## config.mk

```make
export PLATFORM = sky130hd
export DESIGN_NAME = mdio_phy_register_access
export DESIGN_NICKNAME = d
export VERILOG_FILES = /design/src/rtl/mgmt_input_sync.v /design/src/rtl/mgmt_clock_divider.v /design/src/rtl/mdio_phy_register_access.v
export VERILOG_INCLUDE_DIRS = /design/src /design/src/common
export SDC_FILE = /design/constraint.sdc
export NUM_CORES = 1
export LEC_CHECK = 0
export BUFFER_PORTS_ARGS = -buffer_cell sky130_fd_sc_hd__buf_4
export CORE_ASPECT_RATIO = 1.4
export CORE_MARGIN = 5
export CORE_UTILIZATION = 30
export CTS_CLUSTER_SIZE = 30
export DETAILED_ROUTE_END_ITERATION = 10
export PLACE_DENSITY = 0.55
export SLEW_MARGIN = 20
export SYNTH_ARGS = -nofsm -noshare
export SYNTH_HDL_FRONTEND = slang
export SYNTH_SLANG_ARGS = --single-unit
```

## constraint.sdc

```tcl
create_clock -name clock -period 2.2 [get_ports clock]
set_clock_uncertainty 0.2 [all_clocks]
set_input_delay 0.11 -clock clock [delete_from_list [all_inputs] [get_ports clock]]
set_output_delay 0.11 -clock clock [all_outputs]
set_load 0.005 [all_outputs]
```

## src/common/mgmt_defines.vh

```
// Constants for the management serial port: offsets, fields, resets, timing.
// Included by the design files; definitions only.
`ifndef MGMT_DEFINES_VH
`define MGMT_DEFINES_VH

// Register byte addresses
`define ADDR_CTRL_OFFSET   32'hE001_0044
`define DATA_OFFSET        32'hE001_0048
`define IRQ_STATUS_OFFSET  32'hE001_0050
`define IRQ_CLEAR_OFFSET   32'hE001_0054
`define IRQ_ENABLE_OFFSET  32'hE001_0058

// Address/control field positions
`define PHY_MSB    15
`define PHY_LSB    11
`define REGNUM_MSB 10
`define REGNUM_LSB 6
`define WRITE_BIT  1
`define BUSY_BIT   0

// Interrupt status bits
`define EVT_DONE   0
`define EVT_REJECT 1

// Reset values
`define ADDR_CTRL_RESET  16'h0000
`define DATA_RESET       16'h0000
`define IRQ_ENABLE_RESET 2'h0

// Frame layout
`define PREAMBLE   32'hFFFF_FFFF
`define START_CODE 2'h1
`define OP_READ    2'h2
`define OP_WRITE   2'h1
`define TA_WRITE   2'h2
`define FRAME_LAST 7'h3F
`define TA_FIRST   7'h2E
`define DATA_FIRST 7'h30

// Timing
`define CLK_PERIOD_NS 50
`define MDC_HALF_NS   200
`define MDC_HALF_CYC  ((`MDC_HALF_NS + `CLK_PERIOD_NS - 1) / `CLK_PERIOD_NS)

`endif

```

## src/rtl/mgmt_input_sync.v

```verilog
// Two-flop synchroniser for one level arriving from outside the clock domain.
// Assumes the input is asynchronous to clock; output lags by two edges.
`timescale 1ns/1ns
`default_nettype none

module mgmt_input_sync (
  // Clock and control
  input  wire clock,
  input  wire reset,
  input  wire clockEnable,
  // Level in and out
  input  wire asyncIn,
  output wire syncOut
);

  reg stage1_reg;
  reg stage2_reg;

  // First stage feeds only the second
  always @(posedge clock) begin
    if (reset) begin
      stage1_reg <= 1'b1;
      stage2_reg <= 1'b1;
    end else if (clockEnable) begin
      stage1_reg <= asyncIn;
      stage2_reg <= stage1_reg;
    end
  end

  assign syncOut = stage2_reg;

endmodule // mgmt_input_sync

`default_nettype wire

```

## src/rtl/mgmt_clock_divider.v

```verilog
// Management clock generator: divides clock into the serial clock.
// Assumes run is held high for a whole frame; clock idles low otherwise.
`timescale 1ns/1ns
`default_nettype none
`include "mgmt_defines.vh"

module mgmt_clock_divider (
  // Clock and control
  input  wire clock,
  input  wire reset,
  input  wire clockEnable,
  input  wire run,
  // Serial clock and its edge strobes
  output wire mdc,
  output wire risePulse,
  output wire fallPulse
);

  localparam integer HALF_CYC  = `MDC_HALF_CYC;
  localparam [2:0]   HALF_LAST = HALF_CYC[2:0] - 3'h1;

  reg [2:0] count_reg;
  reg       mdc_reg;
  wire      wrap;

  assign wrap      = run & (count_reg == HALF_LAST);
  assign risePulse = wrap & ~mdc_reg;
  assign fallPulse = wrap & mdc_reg;
  assign mdc       = mdc_reg;

  // Half-period counter, toggles the clock at each wrap
  always @(posedge clock) begin
    if (reset) begin
      count_reg <= 3'h0;
      mdc_reg   <= 1'b0;
    end else if (clockEnable) begin
      if (!run) begin
        count_reg <= 3'h0;
        mdc_reg   <= 1'b0;
      end else if (wrap) begin
        count_reg <= 3'h0;
        mdc_reg   <= ~mdc_reg;
      end else begin
        count_reg <= count_reg + 3'h1;
      end
    end
  end

endmodule // mgmt_clock_divider

`default_nettype wire

```

## src/rtl/mdio_phy_register_access.v

```verilog
// Management port: APB registers launch one read or write frame on the
// serial management link to an external PHY register.
// Assumes an APB master on clock, a pull-up on the data line, PHYs that
// answer in the standard frame format.
//
// Overview of operation
// - Address register holds PHY and register numbers
// - Writing address register while idle launches one transaction
// - Write bit one sends data register out
// - Write bit zero reads into data register
// - Busy set for whole transaction, then cleared
// - Read data invalid until busy clears
// - Data register holds sixteen-bit word
`timescale 1ns/1ns
`default_nettype none
`include "mgmt_defines.vh"

module mdio_phy_register_access (
  // Clock, reset and enable
  input  wire        clock,
  input  wire        reset,
  input  wire        clockEnable,
  // APB slave
  input  wire        psel,
  input  wire        penable,
  input  wire        pwrite,
  input  wire [31:0] paddr,
  input  wire [31:0] pwdata,
  output reg  [31:0] prdata,
  output wire        pready,
  output reg         pslverr,
  // Management link
  output wire        mdc,
  input  wire        mdioIn,
  output reg         mdioOut,
  output reg         mdioOutEnable,
  // Interrupt
  output wire        irq
);

  // Sequencer states, one-hot: idle waits for a launch, shift runs a frame
  localparam [1:0] ST_IDLE  = 2'b01;
  localparam [1:0] ST_SHIFT = 2'b10;

  // Frame bit positions, counted from the first preamble bit:
  //   0..31  preamble of ones, lets the PHY find the frame
  //   32..33 start code
  //   34..35 opcode, read or write
  //   36..40 target PHY number, MSB first
  //   41..45 register number, MSB first
  //   46..47 turnaround; a read hands the line to the PHY here
  //   48..63 data word, MSB first
  // The counter advances on each falling serial edge, so during bit k
  // the PHY samples at the rising edge that follows.

  // Registers
  reg  [4:0]  phyNumber_reg;
  reg  [4:0]  regNumber_reg;
  reg         writeOp_reg;
  reg  [15:0] data_reg;
  reg  [1:0]  irqStatus_reg;
  reg  [1:0]  irqEnable_reg;
  reg  [1:0]  state_reg;
  reg  [63:0] frame_reg;
  reg  [6:0]  bitCount_reg;
  reg  [15:0] readShift_reg;
  reg         latched_reg;
  reg  [31:0] readMux;
  reg         hit;
  reg  [1:0]  irqStatus_next;
  reg  [1:0]  irqSet;

  wire        busy;
  wire        setupPhase;
  wire        accessDone;
  wire        wrAddr;
  wire        wrData;
  wire        wrClear;
  wire        wrEnable;
  wire        launch;
  wire        finish;
  wire        mdioSync;
  wire        risePulse;
  wire        fallPulse;
  wire [6:0]  nextCount;
  wire [1:0]  opcode;
  wire [1:0]  turnaround;
  wire [15:0] ctrlReset;
  wire        lineHeld;

  // Busy is the shift state itself
  assign busy = state_reg[1];

  // Reset image of the address register, split into its fields below
  assign ctrlReset = `ADDR_CTRL_RESET;

  // Serial clock generator, runs only while a frame is out
  // It stops and returns low as soon as busy clears, so the serial
  // clock stands still between frames.
  mgmt_clock_divider clockGen (
    .clock       (clock),
    .reset       (reset),
    .clockEnable (clockEnable),
    .run         (busy),
    .mdc         (mdc),
    .risePulse   (risePulse),
    .fallPulse   (fallPulse)
  );

  // Data line from the PHY crosses into the clock domain
  // The two-edge lag is covered: the PHY drives a bit a whole serial
  // period before the rising edge at which it is captured.
  mgmt_input_sync mdioSyncer (
    .clock       (clock),
    .reset       (reset),
    .clockEnable (clockEnable),
    .asyncIn     (mdioIn),
    .syncOut     (mdioSync)
  );

  // APB phases: read data latched at setup, answer in access phase
  // Zero wait states: pready rises in the first access cycle
  // and is held low while the clock enable freezes the block.
  assign setupPhase = psel & ~penable;
  assign pready     = clockEnable & latched_reg;
  assign accessDone = psel & penable & pready;
  assign wrAddr   = accessDone & pwrite & (paddr == `ADDR_CTRL_OFFSET);
  assign wrData   = accessDone & pwrite & (paddr == `DATA_OFFSET);
  assign wrClear  = accessDone & pwrite & (paddr == `IRQ_CLEAR_OFFSET);
  assign wrEnable = accessDone & pwrite & (paddr == `IRQ_ENABLE_OFFSET);

  // A launch is taken only from idle; a write while busy is refused
  assign launch = wrAddr & ~busy;
  assign finish = busy & fallPulse & (bitCount_reg == `FRAME_LAST);

  // Opcode and turnaround follow the write bit of the launching value
  assign opcode     = pwdata[`WRITE_BIT] ? `OP_WRITE : `OP_READ;
  assign turnaround = pwdata[`WRITE_BIT] ? `TA_WRITE : 2'h0;
  assign nextCount  = bitCount_reg + 7'h01;

  // Device owns the line for a write, and for a read up to turnaround
  assign lineHeld   = writeOp_reg | (nextCount < `TA_FIRST);

  // Address decode and read mux
  always @* begin
    hit     = 1'b1;
    readMux = 32'h0000_0000;
    case (paddr)
      `ADDR_CTRL_OFFSET: begin
        readMux[`PHY_MSB:`PHY_LSB]       = phyNumber_reg;
        readMux[`REGNUM_MSB:`REGNUM_LSB] = regNumber_reg;
        readMux[`WRITE_BIT]              = writeOp_reg;
        readMux[`BUSY_BIT]               = busy;
      end
      `DATA_OFFSET:       readMux[15:0] = data_reg;
      `IRQ_STATUS_OFFSET: readMux[1:0]  = irqStatus_reg;
      `IRQ_CLEAR_OFFSET:  readMux       = 32'h0000_0000;
      `IRQ_ENABLE_OFFSET: readMux[1:0]  = irqEnable_reg;
      default:            hit           = 1'b0;
    endcase
  end

  // APB answer: read data and error latched in the setup cycle
  always @(posedge clock) begin
    if (reset) begin
      prdata      <= 32'h0000_0000;
      pslverr     <= 1'b0;
      latched_reg <= 1'b0;
    end else if (clockEnable) begin
      if (setupPhase) begin
        prdata      <= pwrite ? 32'h0000_0000 : readMux;
        pslverr     <= ~hit;
        latched_reg <= 1'b1;
      end else if (accessDone) begin
        latched_reg <= 1'b0;
        pslverr     <= 1'b0;
      end
    end
  end

  // Address/control register; busy and reserved bits are not stored
  // A write while busy leaves the fields untouched and raises flag 1
  always @(posedge clock) begin
    if (reset) begin
      phyNumber_reg <= ctrlReset[`PHY_MSB:`PHY_LSB];
      regNumber_reg <= ctrlReset[`REGNUM_MSB:`REGNUM_LSB];
      writeOp_reg   <= ctrlReset[`WRITE_BIT];
    end else if (clockEnable && launch) begin
      phyNumber_reg <= pwdata[`PHY_MSB:`PHY_LSB];
      regNumber_reg <= pwdata[`REGNUM_MSB:`REGNUM_LSB];
      writeOp_reg   <= pwdata[`WRITE_BIT];
    end
  end

  // Data register: software write, or the word returned by a read
  // A read's finish wins over a software write in the same cycle;
  // software is not to write here while busy.
  always @(posedge clock) begin
    if (reset) begin
      data_reg <= `DATA_RESET;
    end else if (clockEnable) begin
      if (finish && !writeOp_reg) begin
        data_reg <= readShift_reg;
      end else if (wrData) begin
        data_reg <= pwdata[15:0];
      end
    end
  end

  // Frame sequencer: shifts the frame out on falling serial edges
  // Bit 0 is put out at launch; each later bit follows a falling edge.
  always @(posedge clock) begin
    if (reset) begin
      state_reg     <= ST_IDLE;
      frame_reg     <= 64'h0000_0000_0000_0000;
      bitCount_reg  <= 7'h00;
      mdioOut       <= 1'b1;
      mdioOutEnable <= 1'b0;
    end else if (clockEnable) begin
      case (state_reg)
        ST_IDLE: begin
          mdioOutEnable <= 1'b0;
          if (launch) begin
            // Preamble, start, opcode, addresses, turnaround, data
            frame_reg <= {`PREAMBLE, `START_CODE, opcode,
                          pwdata[`PHY_MSB:`PHY_LSB],
                          pwdata[`REGNUM_MSB:`REGNUM_LSB],
                          turnaround, data_reg};
            bitCount_reg  <= 7'h00;
            mdioOut       <= 1'b1;
            mdioOutEnable <= 1'b1;
            state_reg     <= ST_SHIFT;
          end
        end
        ST_SHIFT: begin
          if (fallPulse) begin
            if (finish) begin
              mdioOutEnable <= 1'b0;
              mdioOut       <= 1'b1;
              state_reg     <= ST_IDLE;
            end else begin
              bitCount_reg  <= nextCount;
              frame_reg     <= {frame_reg[62:0], 1'b0};
              mdioOut       <= frame_reg[62];
              // Release the line from turnaround on for a read
              mdioOutEnable <= lineHeld;
            end
          end
        end
        default: begin
          state_reg     <= ST_IDLE;
          mdioOutEnable <= 1'b0;
        end
      endcase
    end
  end

  // Read data captured on rising serial edges of the data field
  // Sixteen rising edges, bits 48 to 63, fill the shift register
  always @(posedge clock) begin
    if (reset) begin
      readShift_reg <= 16'h0000;
    end else if (clockEnable) begin
      if (busy && risePulse && !writeOp_reg &&
          bitCount_reg >= `DATA_FIRST) begin
        readShift_reg <= {readShift_reg[14:0], mdioSync};
      end
    end
  end

  // Sticky interrupt status; a new event wins over a clear
  // Bit 0 marks a finished frame, bit 1 a launch refused while busy.
  always @* begin
    irqSet                 = 2'h0;
    irqSet[`EVT_DONE]      = finish;
    irqSet[`EVT_REJECT]    = wrAddr & busy;
    irqStatus_next         = irqStatus_reg;
    if (wrClear) begin
      irqStatus_next = irqStatus_reg & ~pwdata[1:0];
    end
    irqStatus_next = irqStatus_next | irqSet;
  end

  // Interrupt status and enable registers
  always @(posedge clock) begin
    if (reset) begin
      irqStatus_reg <= 2'h0;
      irqEnable_reg <= `IRQ_ENABLE_RESET;
    end else if (clockEnable) begin
      irqStatus_reg <= irqStatus_next;
      if (wrEnable) begin
        irqEnable_reg <= pwdata[1:0];
      end
    end
  end

  // Level interrupt: any enabled status bit that is set
  assign irq = |(irqStatus_reg & irqEnable_reg);

endmodule // mdio_phy_register_access

`default_nettype wire

```

## Word-level counts from Yosys, hierarchy flattened

Index checks and enable logic that the tools add are counted.

| storage, ports and cells | value |
|---|---|
| register bits | 161 |
| output and inout port bits | 38 |
| logic and storage cells | 120 |

| cells by class | value |
|---|---|
| add/sub/neg operators | 2 |
| $lt $le $gt $ge | 2 |
| eq/ne operators | 14 |
| multiplexer cells | 37 |
| bitwise operators | 25 |
| reduce and logical (&&, ||, !) cells | 21 |

Operators with widths:

| kind | count |
|---|---|
| 63-bit 2-to-1 mux | 3 |
| 32-bit equality test (second input constant) | 5 |
| 63-bit case mux with 2 select lines | 1 |
| 16-bit 2-to-1 mux | 3 |
| 7-bit 2-to-1 mux | 3 |
| 10-bit case mux with 2 select lines | 1 |
| 1-bit AND | 16 |
| 7-bit case mux with 2 select lines | 1 |
| 2-bit AND reduction | 7 |
| 1-bit 2-to-1 mux | 12 |
| 2-bit 2-to-1 mux | 6 |
| 2-bit inequality test (second input constant) | 4 |
| 2-bit case mux with 4 select lines | 1 |
| 4-bit AND reduction | 2 |
| 7-bit by 1-bit adder with 7-bit output (second input constant) | 1 |
| 7-bit by 6-bit equality test with 1-bit output (second input constant) | 1 |
| 7-bit by 6-bit >= comparator with 1-bit output (second input constant) | 1 |
| 7-bit by 6-bit less-than comparator with 1-bit output (second input constant) | 1 |
| 3-bit 2-to-1 mux | 2 |
| 2-bit nonzero test | 3 |
| 1-bit logical AND | 5 |
| 5-bit AND reduction | 1 |
| 5-bit OR reduction | 1 |
| 2-bit AND | 2 |
| other kinds (14) | 18 |

## Longest topological paths before layout

Gate-level depths: netlist (run 1).

| depth | value |
|---|---|
| depth in word-level cells | 8 |
| mapped depth | 10 |
| mapped depth without buffers | 7 |

## Modules after synthesis

Synthesis (run 1) repeated with hierarchy kept, for this count alone.

| second synthesis, totals | value |
|---|---|
| cells, all modules | 690 |
| area, all modules | 6736.5 um2 |

Modules (own cells, without submodules):

| module | instances | cells each | area each (um2) | sequential area each (um2) |
|---|---|---|---|---|
| mdio_phy_register_access | 1 | 662 | 6470.0 | 2782.7 |
| mgmt_clock_divider | 1 | 22 | 196.4 | 80.1 |
| mgmt_input_sync | 1 | 6 | 70.1 | 40.0 |

## Worst setup path before layout (run 1)

No wires, ideal clock.

| timing | value |
|---|---|
| path type | register to register |
| from | reg bitCount_reg[0] |
| to | reg data_reg[10] |
| library setup time | 0.134 ns |
| arrival time | 2.084 ns |
| path slack | -0.218 ns |
| cell stages (with the launch flop) | 11 |
| buffers on the path | 4 |
| path through | dfxtp_1 ha_1 clkbuf_1 nand3b_1 nor4_4 and2_0 buf_2 or2_2 buf_6 buf_6 a211oi_1 |

| between the ends | value |
|---|---|
| word-level cells in the longest chain between the ends | 5 |
| elaborated cells between the ends (all ways) | 6 |
| those cells by class | eq/ne (1); mux (1); bitwise (1); reduce/logical (3) |

RTL lines:

| what | RTL line | text |
|---|---|---|
| from (decl) | mdio_phy_register_access.v:65 | `reg [6:0] bitCount_reg;` |
| from (signal assigned) | mdio_phy_register_access.v:242 | `bitCount_reg <= nextCount;` |
| 7-bit by 6-bit equality test with 1-bit output (no line) * | - |  |
| 1-bit AND * | mdio_phy_register_access.v:134 | `` assign finish = busy & fallPulse & (bitCount_reg == `FRAME_LAST); `` |
| 1-bit logical AND * | mdio_phy_register_access.v:202 | `if (finish && !writeOp_reg) begin` |
| 2-bit nonzero test (no line) | - |  |
| 2-bit AND reduction (no line) | - |  |
| to (signal assigned) | mdio_phy_register_access.v:200 | `` data_reg <= `DATA_RESET; `` |
| to (signal assigned) | mdio_phy_register_access.v:203 | `data_reg <= readShift_reg;` |
| to (signal assigned) | mdio_phy_register_access.v:205 | `data_reg <= pwdata[15:0];` |
| to (decl) | mdio_phy_register_access.v:60 | `reg [15:0] data_reg;` |

Mark *: on every way between the ends. The rest lies on a longest branch, timed or not.
A chain may end at the register's enable or synchronous reset.

## Final worst setup path (run 1)

| timing | value |
|---|---|
| from | reg bitCount_reg[0] |
| to | reg frame_reg[49] |

| between the ends | value |
|---|---|
| word-level cells in the longest chain between the ends | 4 |

RTL lines:

| what | RTL line | text |
|---|---|---|
| 7-bit by 6-bit equality test with 1-bit output (no line) | - |  |
| 1-bit AND | mdio_phy_register_access.v:134 |  |
| 2-bit inequality test (no line) | - |  |
| 5-bit AND reduction (no line) | - |  |
| to (signal assigned) | mdio_phy_register_access.v:225 | `` frame_reg <= {`PREAMBLE, `START_CODE, opcode, `` |
| to (signal assigned) | mdio_phy_register_access.v:243 | `frame_reg <= {frame_reg[62:0], 1'b0};` |
| to (decl) | mdio_phy_register_access.v:64 | `reg [63:0] frame_reg;` |

Every way passes these cells.

==> flow_summary.rst, run 1 <==
.. list-table::
   :header-rows: 1

   * - Metric
     - Value
   * - Row Count
     - 64
   * - Sort of element at the end of the critical path
     - register
   * - Start point of the worst hold path
     - paddr[14]
   * - Routed wire length
     - 19.84 mm
   * - Clock root buffer
     - sky130_fd_sc_hd__clkbuf_16
   * - Number of antenna violations at the first check in global routing
     - 0
   * - Most frequently used flop master after synthesis
     - sky130_fd_sc_hd__dfxtp_1
   * - Most frequently used cell type in the post-synthesis netlist
     - sky130_fd_sc_hd__dfxtp_1
   * - Die Height
     - 186.8 µm
   * - Outcome
     - completed
   * - NetSw
     - 1.333 mW
   * - Proportion of synthesized chip area in sequential cells
     - 43.32%
   * - Routed vias/inst
     - 5.058
   * - Number of distinct library cell variants in the gate-level netlist after synthesis
     - 60
   * - Cell Count Post-Placement
     - 1,079
   * - Capturing point of the worst reg2reg path
     - frame_reg[49]
   * - Max FFs per register
     - 63
   * - Type of the setup path with the least slack
     - register to register
   * - Synth top area share
     - 43.32%
   * - Worst VDD drop
     - 0.0005751 V
   * - Pre-CTS worst setup slack
     - -0.1815 ns
   * - Count of state elements after synthesis
     - 145
   * - Endpoint required time on the critical path
     - 2.31 ns
   * - Maximum number of pins on one net before global-route repair
     - 93
   * - Detailed-route DRC error count
     - 0
   * - Register clock-pin slew on the reported worst setup and hold paths
     - 0.06 ns
   * - Via Count
     - 5,807
   * - RSZ-0062 raised after global routing
     - yes
   * - Detailed Route Iter0 Violations
     - 375
   * - Synth warnings
     - 0
   * - Post-synthesis to final-layout area growth
     - 35.31%
   * - Detailed placer's ending HPWL
     - 13.48 mm
   * - Min-Delay Path Class
     - input port to register
   * - Cell with the most instances on the worst path
     - sky130_fd_sc_hd__buf_12
   * - Sinks on the clock net
     - 145
   * - Core utilization of the finished layout
     - 41.33%
   * - Average detailed-routed wire length per instance
     - 17.28 µm
   * - Proportion of power drawn by combinational gates
     - 4.7%
   * - GP Congestion
     - 0.7991
   * - Final setup vio count
     - 0
   * - Actual slew at the worst max-slew pin
     - 0.5445 ns
   * - Antenna viol nets, final
     - 0
   * - Cell area after technology mapping
     - 6701 µm²
   * - Number of buffers created by CTS
     - 17
   * - Die area
     - 25,470 µm²
   * - Post-synthesis instance total
     - 712
   * - IO buf count
     - 76
   * - Clock power share
     - 50.7%
   * - Master of the slowest instance on the critical path
     - sky130_fd_sc_hd__dfxtp_4
   * - Switching share of power
     - 22.57%
   * - Start of the worst register-to-register path
     - bitCount_reg[0]
   * - Number of optimization iterations in the first detailed-route pass
     - 4
   * - Number of levels in the clock H-tree
     - 4
   * - Max FO, Critical Path
     - 19
   * - Static Leakage
     - 3.298 nW
   * - Area of the placeable core
     - 21,940 µm²
   * - Power per standard cell area
     - 651.2 nW/µm²
   * - Achievable frequency
     - 456.8 MHz
   * - Placed standard-cell area
     - 7818 µm²
   * - Category of the worst setup path launch point
     - register
   * - Asr flop ratio synth
     - 0%
   * - Worst endpoint data arrival time
     - 2.30 ns
   * - Cells along the critical path
     - ha_4 > nand3b_1 > o211a_4 > nor2_4 > buf_6 > a21oi_4 > buf_12 > buf_12 > o221a_2
   * - Sequential group share of total power
     - 44.5%
   * - # Max-Cap Violations
     - 0
   * - Cell depth of the worst flop-to-flop path
     - 9
   * - Global-route wire length before repair
     - 30.73 mm
   * - Clock tree from TritonCTS
     - done
   * - Cell types with the largest area share after synthesis
     - sky130_fd_sc_hd__dfxtp_1, sky130_fd_sc_hd__a211oi_1, sky130_fd_sc_hd__mux2i_1
   * - Sum Neg Setup Slack
     - 0 ns
   * - Initial core utilization
     - 30.54%
   * - Final Non-Filler Cells
     - 1,148
   * - Vias in the first global route
     - 5,782
   * - Min Clock Period, post-route
     - 2.189 ns
   * - Overall overflow remaining after global route
     - 0
   * - R2R Setup Slk
     - 0.01 ns
   * - All-Layer GR Usage
     - 15.15%
   * - Cell Int Power
     - 4.573 mW
   * - Maximum number of buffers from clock root to sink
     - 2
   * - Nets@finish
     - 914
   * - End point of the worst hold path
     - state_reg[1]
   * - Top-Level Pins
     - 109
   * - Cell type contributing the most total cell area after synthesis
     - sky130_fd_sc_hd__dfxtp_1
   * - Leading cell types by count after synthesis
     - sky130_fd_sc_hd__dfxtp_1, sky130_fd_sc_hd__a211oi_1, sky130_fd_sc_hd__nand2_1, sky130_fd_sc_hd__inv_1
   * - Relative max-transition margin
     - 63.32%
   * - Final Instance Area
     - 9067 µm²
   * - Worst-Skew Late Latency
     - 0.42 ns
   * - Number of max-slew violations in the final report
     - 0
   * - Count of flip-flops with a built-in enable after synthesis
     - 0
   * - Final Power
     - 5.905 mW
   * - Die Width
     - 136.3 µm
   * - Total inserted antenna cells
     - 0
   * - Post-Route Hold Slack
     - 0.07235 ns
   * - Post-route clock period utilization
     - 99.51%
   * - Final hold violation count
     - 0
   * - Avg Cell Area, Syn
     - 9.412 µm²
   * - Stage delay of the slowest cell on the critical path
     - 0.38 ns
   * - Share of layout cells above drive strength 1
     - 30.79%
   * - Count of cells along the worst hold path
     - 6
   * - Worst path setup slack after routing
     - 0.01075 ns
## area by class of cell
type                    instances  area [µm²]
multi-input cells             465        3516
repair buffers                169        1510
clock inverters                14       181.4
clock buffers                  18       429.2
flip-flops and latches        145        2909
well taps                     297       371.6
fillers                      2219       12870
inverters                      40       150.1
## power groups by stage
stage,clock network (mW),logic [mW],registers [mW]
4_1_cts,3.07,0.272,2.63
5_1_grt,3.19,0.304,2.63
3_5_place_dp,0,0.228,2.69
2_1_floorplan,0,0.114,2.69
3_3_place_gp,0,0.228,2.69
6_report,3.00,0.280,2.63
## layout by cell type, fill, tap and decap left out, types with 26 or more instances in the layout
| cell | synthesis | routed |
|---|---|---|
| sky130_fd_sc_hd__nor2_1 | 33 | 32 |
| sky130_fd_sc_hd__a211oi_1 | 68 | 68 |
| sky130_fd_sc_hd__mux2_2 | 29 | 29 |
| sky130_fd_sc_hd__o21ai_0 | 26 | 26 |
| sky130_fd_sc_hd__inv_1 | 40 | 40 |
| sky130_fd_sc_hd__dfxtp_1 | 145 | 142 |
| sky130_fd_sc_hd__a21oi_1 | 32 | 31 |
| sky130_fd_sc_hd__buf_4 | 19 | 125 |
| sky130_fd_sc_hd__dlygate4sd3_1 | 0 | 28 |
| sky130_fd_sc_hd__mux2i_1 | 38 | 35 |
| sky130_fd_sc_hd__nand2_1 | 55 | 54 |
## worst max-delay path by stage
stage | endpoint | from | depth (start not counted)
global placement | irqStatus_reg[1] | paddr[23] | 7
global route | bitCount_reg[4] | penable | 8
finish | frame_reg[49] | bitCount_reg[0] | 9
detailed placement | irqStatus_reg[1] | paddr[23] | 7
floorplan | data_reg[10] | bitCount_reg[0] | 10
CTS | pslverr | paddr[3] | 7
## critical path, delay by kind of cell (launching register included)
family / cells / cell delay (ns)
buffers and inverters: 3 / 0.43
and+or+nand+nor: 2 / 0.31
DFF: 1 / 0.38
adders and majority gates: 1 / 0.13
AOI/OAI and AO/OA: 3 / 0.62
## layer usage
layer / vias to the layer above / part of all wire, % / global-route usage, %
li1: 2849 / - / -
met1: 2831 / 41 / 17.86
met2: 105 / 54 / 27.05
met3: 22 / 3.1 / 2.691
met4: 0 / 2.1 / 5.586
met5: - / 0 / 0
## logic make-up after synthesis
logic type | after synthesis | synth area share, %
compound gates | 198 | 22.20
simple gates | 179 | 14.53
flops | 145 | 43.32
buf+inv | 117 | 8.420
mux | 67 | 10.55
fa+ha+maj | 5 | 0.9335
other cells | 1 | 0.05596
## repair_timing
action,4_1_cts,5_1_grt
hold buffers,29,0
setup buffers,0,4
resized for setup,1,38
hold endpoints to repair,47,0
cloned,0,5
setup endpoints to repair,24,107
pin swaps,1,6
Power figures use the tool's default switching activity.
==> run 2, diff against run 1 <==
CORE_MARGIN = 3   (was 5)
==> run 2 against run 1 <==
Effect of this change: non-clock buffer count decreased by 6; design area is 3.5% lower; first-iteration DRC count is 3.7% lower; final cell count fell by 0.52%; critical path depth fell by 1; clock-buffer cell count down 1; worst setup slack improved by 0.056 ns; clock power decreased by 9.7%; combinational power shrank 4%; largest cell class unchanged.
==> flow_summary.rst, run 2 (same netlist as run 1, synthesis figures left out) <==
.. list-table::
   :header-rows: 1

   * - Metric
     - Value
   * - Start point of the worst hold path
     - pwrite
   * - Most used cells in the layout excluding fill and tap cells
     - sky130_fd_sc_hd__dfxtp_1, sky130_fd_sc_hd__buf_4, sky130_fd_sc_hd__a211oi_1
   * - Most common cell after layout, fill and taps aside
     - sky130_fd_sc_hd__dfxtp_1
   * - Type of the setup path with the least slack
     - input port to register
   * - Area taken by multi-input logic gates
     - 3367 µm²
   * - Share of layout cells above drive strength 1
     - 29.35%
   * - Clock tree from TritonCTS
     - done
   * - Die Height
     - 182.8 µm
   * - Detailed Route Iter0 Violations
     - 361
   * - Post-synthesis to final-layout area growth
     - 30.56%
   * - Worst path setup slack after routing
     - 0.06680 ns
   * - # Max-Cap Violations
     - 0
   * - Achievable frequency
     - 468.8 MHz
   * - Sum Neg Setup Slack
     - 0 ns
   * - GP Congestion
     - 0.8604
   * - Worst endpoint data arrival time
     - 2.23 ns
   * - Worst-Skew Late Latency
     - 0.43 ns
   * - Register clock-pin slew on the reported worst setup and hold paths
     - 0.06 ns
   * - Vias in the first global route
     - 5,608
   * - Category of the worst setup path launch point
     - input port
   * - Routed vias/inst
     - 4.966
   * - Number of buffers created by CTS
     - 17
   * - Number of levels in the clock H-tree
     - 4
   * - Average detailed-routed wire length per instance
     - 16.26 µm
   * - Outcome
     - completed
   * - Endpoint required time on the critical path
     - 2.29 ns
   * - IO buf count
     - 76
   * - Min-Delay Path Class
     - input port to register
   * - Maximum number of buffers from clock root to sink
     - 2
   * - Overall overflow remaining after global route
     - 0
   * - Area taken by flip-flops and latches
     - 2909 µm²
   * - Final hold violation count
     - 0
   * - Maximum number of pins on one net before global-route repair
     - 93
   * - Sinks on the clock net
     - 145
   * - Detailed-route DRC error count
     - 0
   * - Die Width
     - 132.3 µm
   * - Final Non-Filler Cells
     - 1,142
   * - Cell depth of the worst flop-to-flop path
     - 7
   * - Antenna viol nets, final
     - 0
   * - Cell Count Post-Placement
     - 1,079
   * - Routed wire length
     - 18.57 mm
   * - Startpoint of the most critical setup path
     - clockEnable
   * - Count of cells along the worst hold path
     - 5
   * - Min Clock Period, post-route
     - 2.133 ns
   * - Filler Cell Count
     - 2,235
   * - Number of antenna violations at the first check in global routing
     - 0
   * - Power per standard cell area
     - 640.9 nW/µm²
   * - Total inserted antenna cells
     - 0
   * - Global-route wire length before repair
     - 29.68 mm
   * - Top-Level Pins
     - 109
   * - Detailed placer's ending HPWL
     - 13.08 mm
   * - Row Count
     - 64
   * - Nets@finish
     - 908
   * - Core utilization of the finished layout
     - 39.88%
   * - Max FO, Critical Path
     - 15
   * - Post-route clock period utilization
     - 96.96%
   * - Final Power
     - 5.608 mW
   * - Number of optimization iterations in the first detailed-route pass
     - 5
   * - Initial core utilization
     - 30.54%
   * - Worst VDD drop
     - 0.0005234 V
   * - Die area
     - 24,190 µm²
   * - Clock root buffer
     - sky130_fd_sc_hd__clkbuf_16
   * - Static Leakage
     - 3.179 nW
   * - Area of the placeable core
     - 21,940 µm²
   * - Final setup vio count
     - 0
   * - Start of the worst register-to-register path
     - bitCount_reg[0]
   * - Sort of element at the end of the critical path
     - register
   * - Pre-CTS worst setup slack
     - -0.1883 ns
   * - Max FFs per register
     - 63
   * - Via Count
     - 5,671
   * - All-Layer GR Usage
     - 15.25%
   * - Number of max-slew violations in the final report
     - 0
-- run 2: cell types whose count changed in the layout (fill, tap and decap cells not counted), sizes merged --
cell	change
clkbuf	-3
clkinvlp	-2
clkinv	+2
buf	-4
inv	+4
bufinv	-3
-- run 2: what timing repair did --
item / 4_1_cts / 5_1_grt
endpoints found under the hold margin: 53 / 0
cloned: 0 / 1
pin swaps: 0 / 3
endpoints found under the setup margin: 32 / 90
resized for setup: 1 / 13
hold buffers: 29 / 0
setup buffers: 0 / 2
-- run 2: power by group --
group          internal, mW  switching (mW)
clock                  1.47            1.23
combinational         0.136           0.133
sequential             2.63         0.00181
-- run 2: path summary, 6_finish.rpt --
| check | end | slack (ns) |
|---|---|---|
| worst max-delay path | frame_reg[24] | 0.07 |
| worst min-delay path | prdata[0] | 0.009 |
| worst max register to register | frame_reg[34] | 0.08 |
| worst min register to register | prdata[6] | 0.25 |
-- run 2: final cells by class --
type / count / share of cell area [%]
clock inverter: 15 / 1.416
inverter: 40 / 1.716
tap: 297 / 4.247
timing repair buffer: 163 / 16.03
sequential: 145 / 33.25
multi-input combinational: 465 / 38.48
clock buffer: 17 / 4.862
-- run 2: critical path, stage by stage --
cell and delay, ns:
sky130_fd_sc_hd__dlygate4sd3_1 0.56, sky130_fd_sc_hd__buf_4 0.14, sky130_fd_sc_hd__and4b_1 0.20, sky130_fd_sc_hd__and4_1 0.25, sky130_fd_sc_hd__and4_1 0.29, sky130_fd_sc_hd__o22ai_4 0.28
sky130_fd_sc_hd__buf_4 0.28, sky130_fd_sc_hd__a211oi_1 0.10
-- run 2: layer usage --
layer  global-route usage [%]  up-vias  part of all wire [%]  routed length, µm
li1                         -     2838                     -                  -
met5                        0        -                     0                  0
met4                    5.158        0                   1.7                320
met1                    17.89     2715                    42               7778
met2                    27.99       95                    53               9915
met3                    2.772       23                   3.0                555
-- run 2: through the flow --
step                area [µm²]  hold WS [ns]
floorplan                 6798       0.01762
global placement          7830        0.1329
detailed placement        7830        0.1352
CTS                       8675     0.0008077
global route              8750       0.05315
finish                    8750      0.009495
==> run 3, diff against run 2 <==
CORE_UTILIZATION = 48   (was 30)
PLACE_DENSITY = 0.76   (was 0.55)
clock period = 2.35 ns   (was 2.2 ns; I/O delays follow)
==> run 3 against run 2 <==
Effect of this change: combinational power shrank 11%; non-clock buffer count shrank 24; first-iteration DRC count grew 24%; worst hold slack gained 0.013 ns; critical path depth grew 1; via count grew 2.9%; routed wire length shrank 4.7%; global-route usage grew 7.8 points; total power shrank 6.7%; sequential share of layout area grew 1.6 points; flip-flop and latch count is the same; largest power group unchanged.
==> flow_summary.rst, run 3 (same netlist as run 1, synthesis figures left out) <==
.. list-table::
   :header-rows: 1

   * - Metric
     - Value
   * - Overall overflow remaining after global route
     - 0
   * - Vias in the first global route
     - 5,983
   * - Count of cells along the worst hold path
     - 4
   * - Final hold violation count
     - 0
   * - Post-route clock period utilization
     - 96.63%
   * - Worst endpoint data arrival time
     - 2.38 ns
   * - Achievable frequency
     - 440.4 MHz
   * - Master of the slowest instance on the critical path
     - sky130_fd_sc_hd__dlygate4sd3_1
   * - Static Leakage
     - 3.045 nW
   * - Cell depth of the worst flop-to-flop path
     - 7
   * - Sinks on the clock net
     - 145
   * - Die area
     - 15,430 µm²
   * - Filler Cell Count
     - 1,129
   * - Capturing point of the worst reg2reg path
     - irqEnable_reg[0]
   * - Placed standard-cell area
     - 7482 µm²
   * - Max FO, Critical Path
     - 2
   * - Endpoint required time on the critical path
     - 2.46 ns
   * - Cell Int Power
     - 4.118 mW
   * - Layer with the highest usage
     - met2
   * - Max FFs per register
     - 63
   * - Maximum number of pins on one net before global-route repair
     - 41
   * - Top-Level Pins
     - 109
   * - Most used cells in the layout excluding fill and tap cells
     - sky130_fd_sc_hd__dfxtp_1, sky130_fd_sc_hd__buf_4, sky130_fd_sc_hd__a211oi_1
   * - Start point of the worst hold path
     - penable
   * - GR Layer Usage met2
     - 41.35%
   * - Antenna viol nets, final
     - 0
   * - Worst-Skew Late Latency
     - 0.42 ns
   * - Number of levels in the clock H-tree
     - 4
   * - Post-synthesis to final-layout area growth
     - 24.29%
   * - Cells along the critical path
     - dlygate4sd3_1 > buf_4 > and4b_1 > nand4_1 > nor4_4 > buf_4 > mux2i_1 > nor2_1 > dlygate4sd3_1
   * - Clock tree from TritonCTS
     - done
   * - Number of max-slew violations in the final report
     - 0
   * - Nets@finish
     - 884
   * - Detailed-route DRC error count
     - 0
   * - Min-Delay Path Class
     - input port to register
   * - Clock root buffer
     - sky130_fd_sc_hd__clkbuf_16
   * - Start of the worst register-to-register path
     - latched_reg
   * - Type of the setup path with the least slack
     - input port to register
   * - Final setup vio count
     - 0
   * - Die Width
     - 105.9 µm
   * - Routed wire length
     - 17.70 mm
   * - Category of the worst setup path launch point
     - input port
   * - NetSw
     - 1.114 mW
   * - Routed vias/inst
     - 5.835
   * - Min Clock Period, post-route
     - 2.271 ns
   * - Initial core utilization
     - 49.59%
   * - Die Height
     - 145.8 µm
   * - Sequential group share of total power
     - 47.1%
   * - Detailed Route Iter0 Violations
     - 447
   * - Register clock-pin slew on the reported worst setup and hold paths
     - 0.06 ns
   * - Proportion of power drawn by combinational gates
     - 4.6%
   * - Total inserted antenna cells
     - 0
   * - Stage delay of the slowest cell on the critical path
     - 0.55 ns
   * - All-Layer GR Usage
     - 23.03%
   * - Number of optimization iterations in the first detailed-route pass
     - 7
   * - Via Count
     - 5,835
   * - GP Congestion
     - 0.8802
   * - End point of the worst hold path
     - latched_reg
   * - Row Count
     - 50
   * - RSZ-0062 raised after global routing
     - yes
   * - Average detailed-routed wire length per instance
     - 17.70 µm
   * - # Max-Cap Violations
     - 0
   * - Worst VDD drop
     - 0.0004913 V
   * - Detailed placer's ending HPWL
     - 12.22 mm
   * - R2R Setup Slk
     - 0.09 ns
   * - Met3 routing resource usage after global routing
     - 4.838%
   * - Switching share of power
     - 21.30%
   * - Outcome
     - completed
   * - Area of the placeable core
     - 13,510 µm²
   * - Sort of element at the end of the critical path
     - register
   * - Final Instance Area
     - 8329 µm²
   * - Maximum number of buffers from clock root to sink
     - 2
   * - Clock power share
     - 48.3%
   * - Share of layout cells above drive strength 1
     - 26.77%
   * - IO buf count
     - 76
   * - Number of antenna violations at the first check in global routing
     - 0
   * - Number of buffers created by CTS
     - 17
   * - Post-Route Hold Slack
     - 0.02215 ns
   * - Most common cell after layout, fill and taps aside
     - sky130_fd_sc_hd__dfxtp_1
   * - Global-route wire length before repair
     - 28.81 mm
   * - Met1 demand-to-capacity share in global routing
     - 25.50%
   * - Power per standard cell area
     - 628.2 nW/µm²
==> run 3: worst max-delay path: cells and delay by family <==
family / cells / cell delay (ns)
buf+inv: 4 / 1.35
simple gates: 4 / 0.71
mux: 1 / 0.18
==> run 3: worst max-delay path by stage <==
stage	startpoint	to	cells after the start
6_report	clockEnable	irqEnable_reg[0]	9
5_1_grt	psel	irqEnable_reg[0]	9
4_1_cts	latched_reg	irqEnable_reg[0]	7
3_5_place_dp	paddr[23]	frame_reg[24]	7
3_3_place_gp	paddr[23]	frame_reg[22]	7
2_1_floorplan	bitCount_reg[0]	data_reg[10]	10
==> run 3: cell type report <==
type                       count  area [µm²]  share of cell area [%]
timing repair buffer         139        1159                   13.91
clock buffer                  18       429.2                   5.152
multi-input combinational    465        3341                   40.11
inverter                      40       150.1                   1.803
tap                          182       227.7                   2.734
clock inverter                11       117.6                   1.412
sequential                   145        2905                   34.88
==> run 3: power by group through the flow <==
stage	Combinational [mW]	Clock, mW	Sequential, mW
finish	0.241	2.53	2.46
CTS	0.236	2.55	2.46
global route	0.260	2.68	2.46
floorplan	0.107	0	2.52
detailed placement	0.202	0	2.52
global placement	0.197	0	2.52
==> run 3: through the flow <==
| step | power, mW | TNS (ns) | std cells | utilization [%] | setup WS [ns] |
|---|---|---|---|---|---|
| floorplan | 2.624 | -0.2055 | 727 | - | -0.02024 |
| global placement | 2.714 | 0 | 943 | 55.37 | 0.05434 |
| detailed placement | 2.719 | 0 | 943 | 55.37 | 0.02217 |
| CTS | 5.252 | 0 | 998 | 61.34 | 0.02150 |
| global route | 5.398 | -0.02614 | 1000 | 61.64 | -0.02614 |
| finish | 5.232 | 0 | 1000 | 61.64 | 0.07920 |
==> run 3: timing repair <==
action                                  CTS  global route
hold endpoints to repair                 52             0
setup buffers                             0             2
hold buffers                             26             0
resized for setup                         0             8
endpoints found under the setup margin    0            29
==> run 3: layer usage <==
metal / wire, µm / part of all wire [%]
met1: 6989 / 39
met2: 9239 / 52
met3: 767 / 4.3
met4: 704 / 4.0
met5: 0 / 0
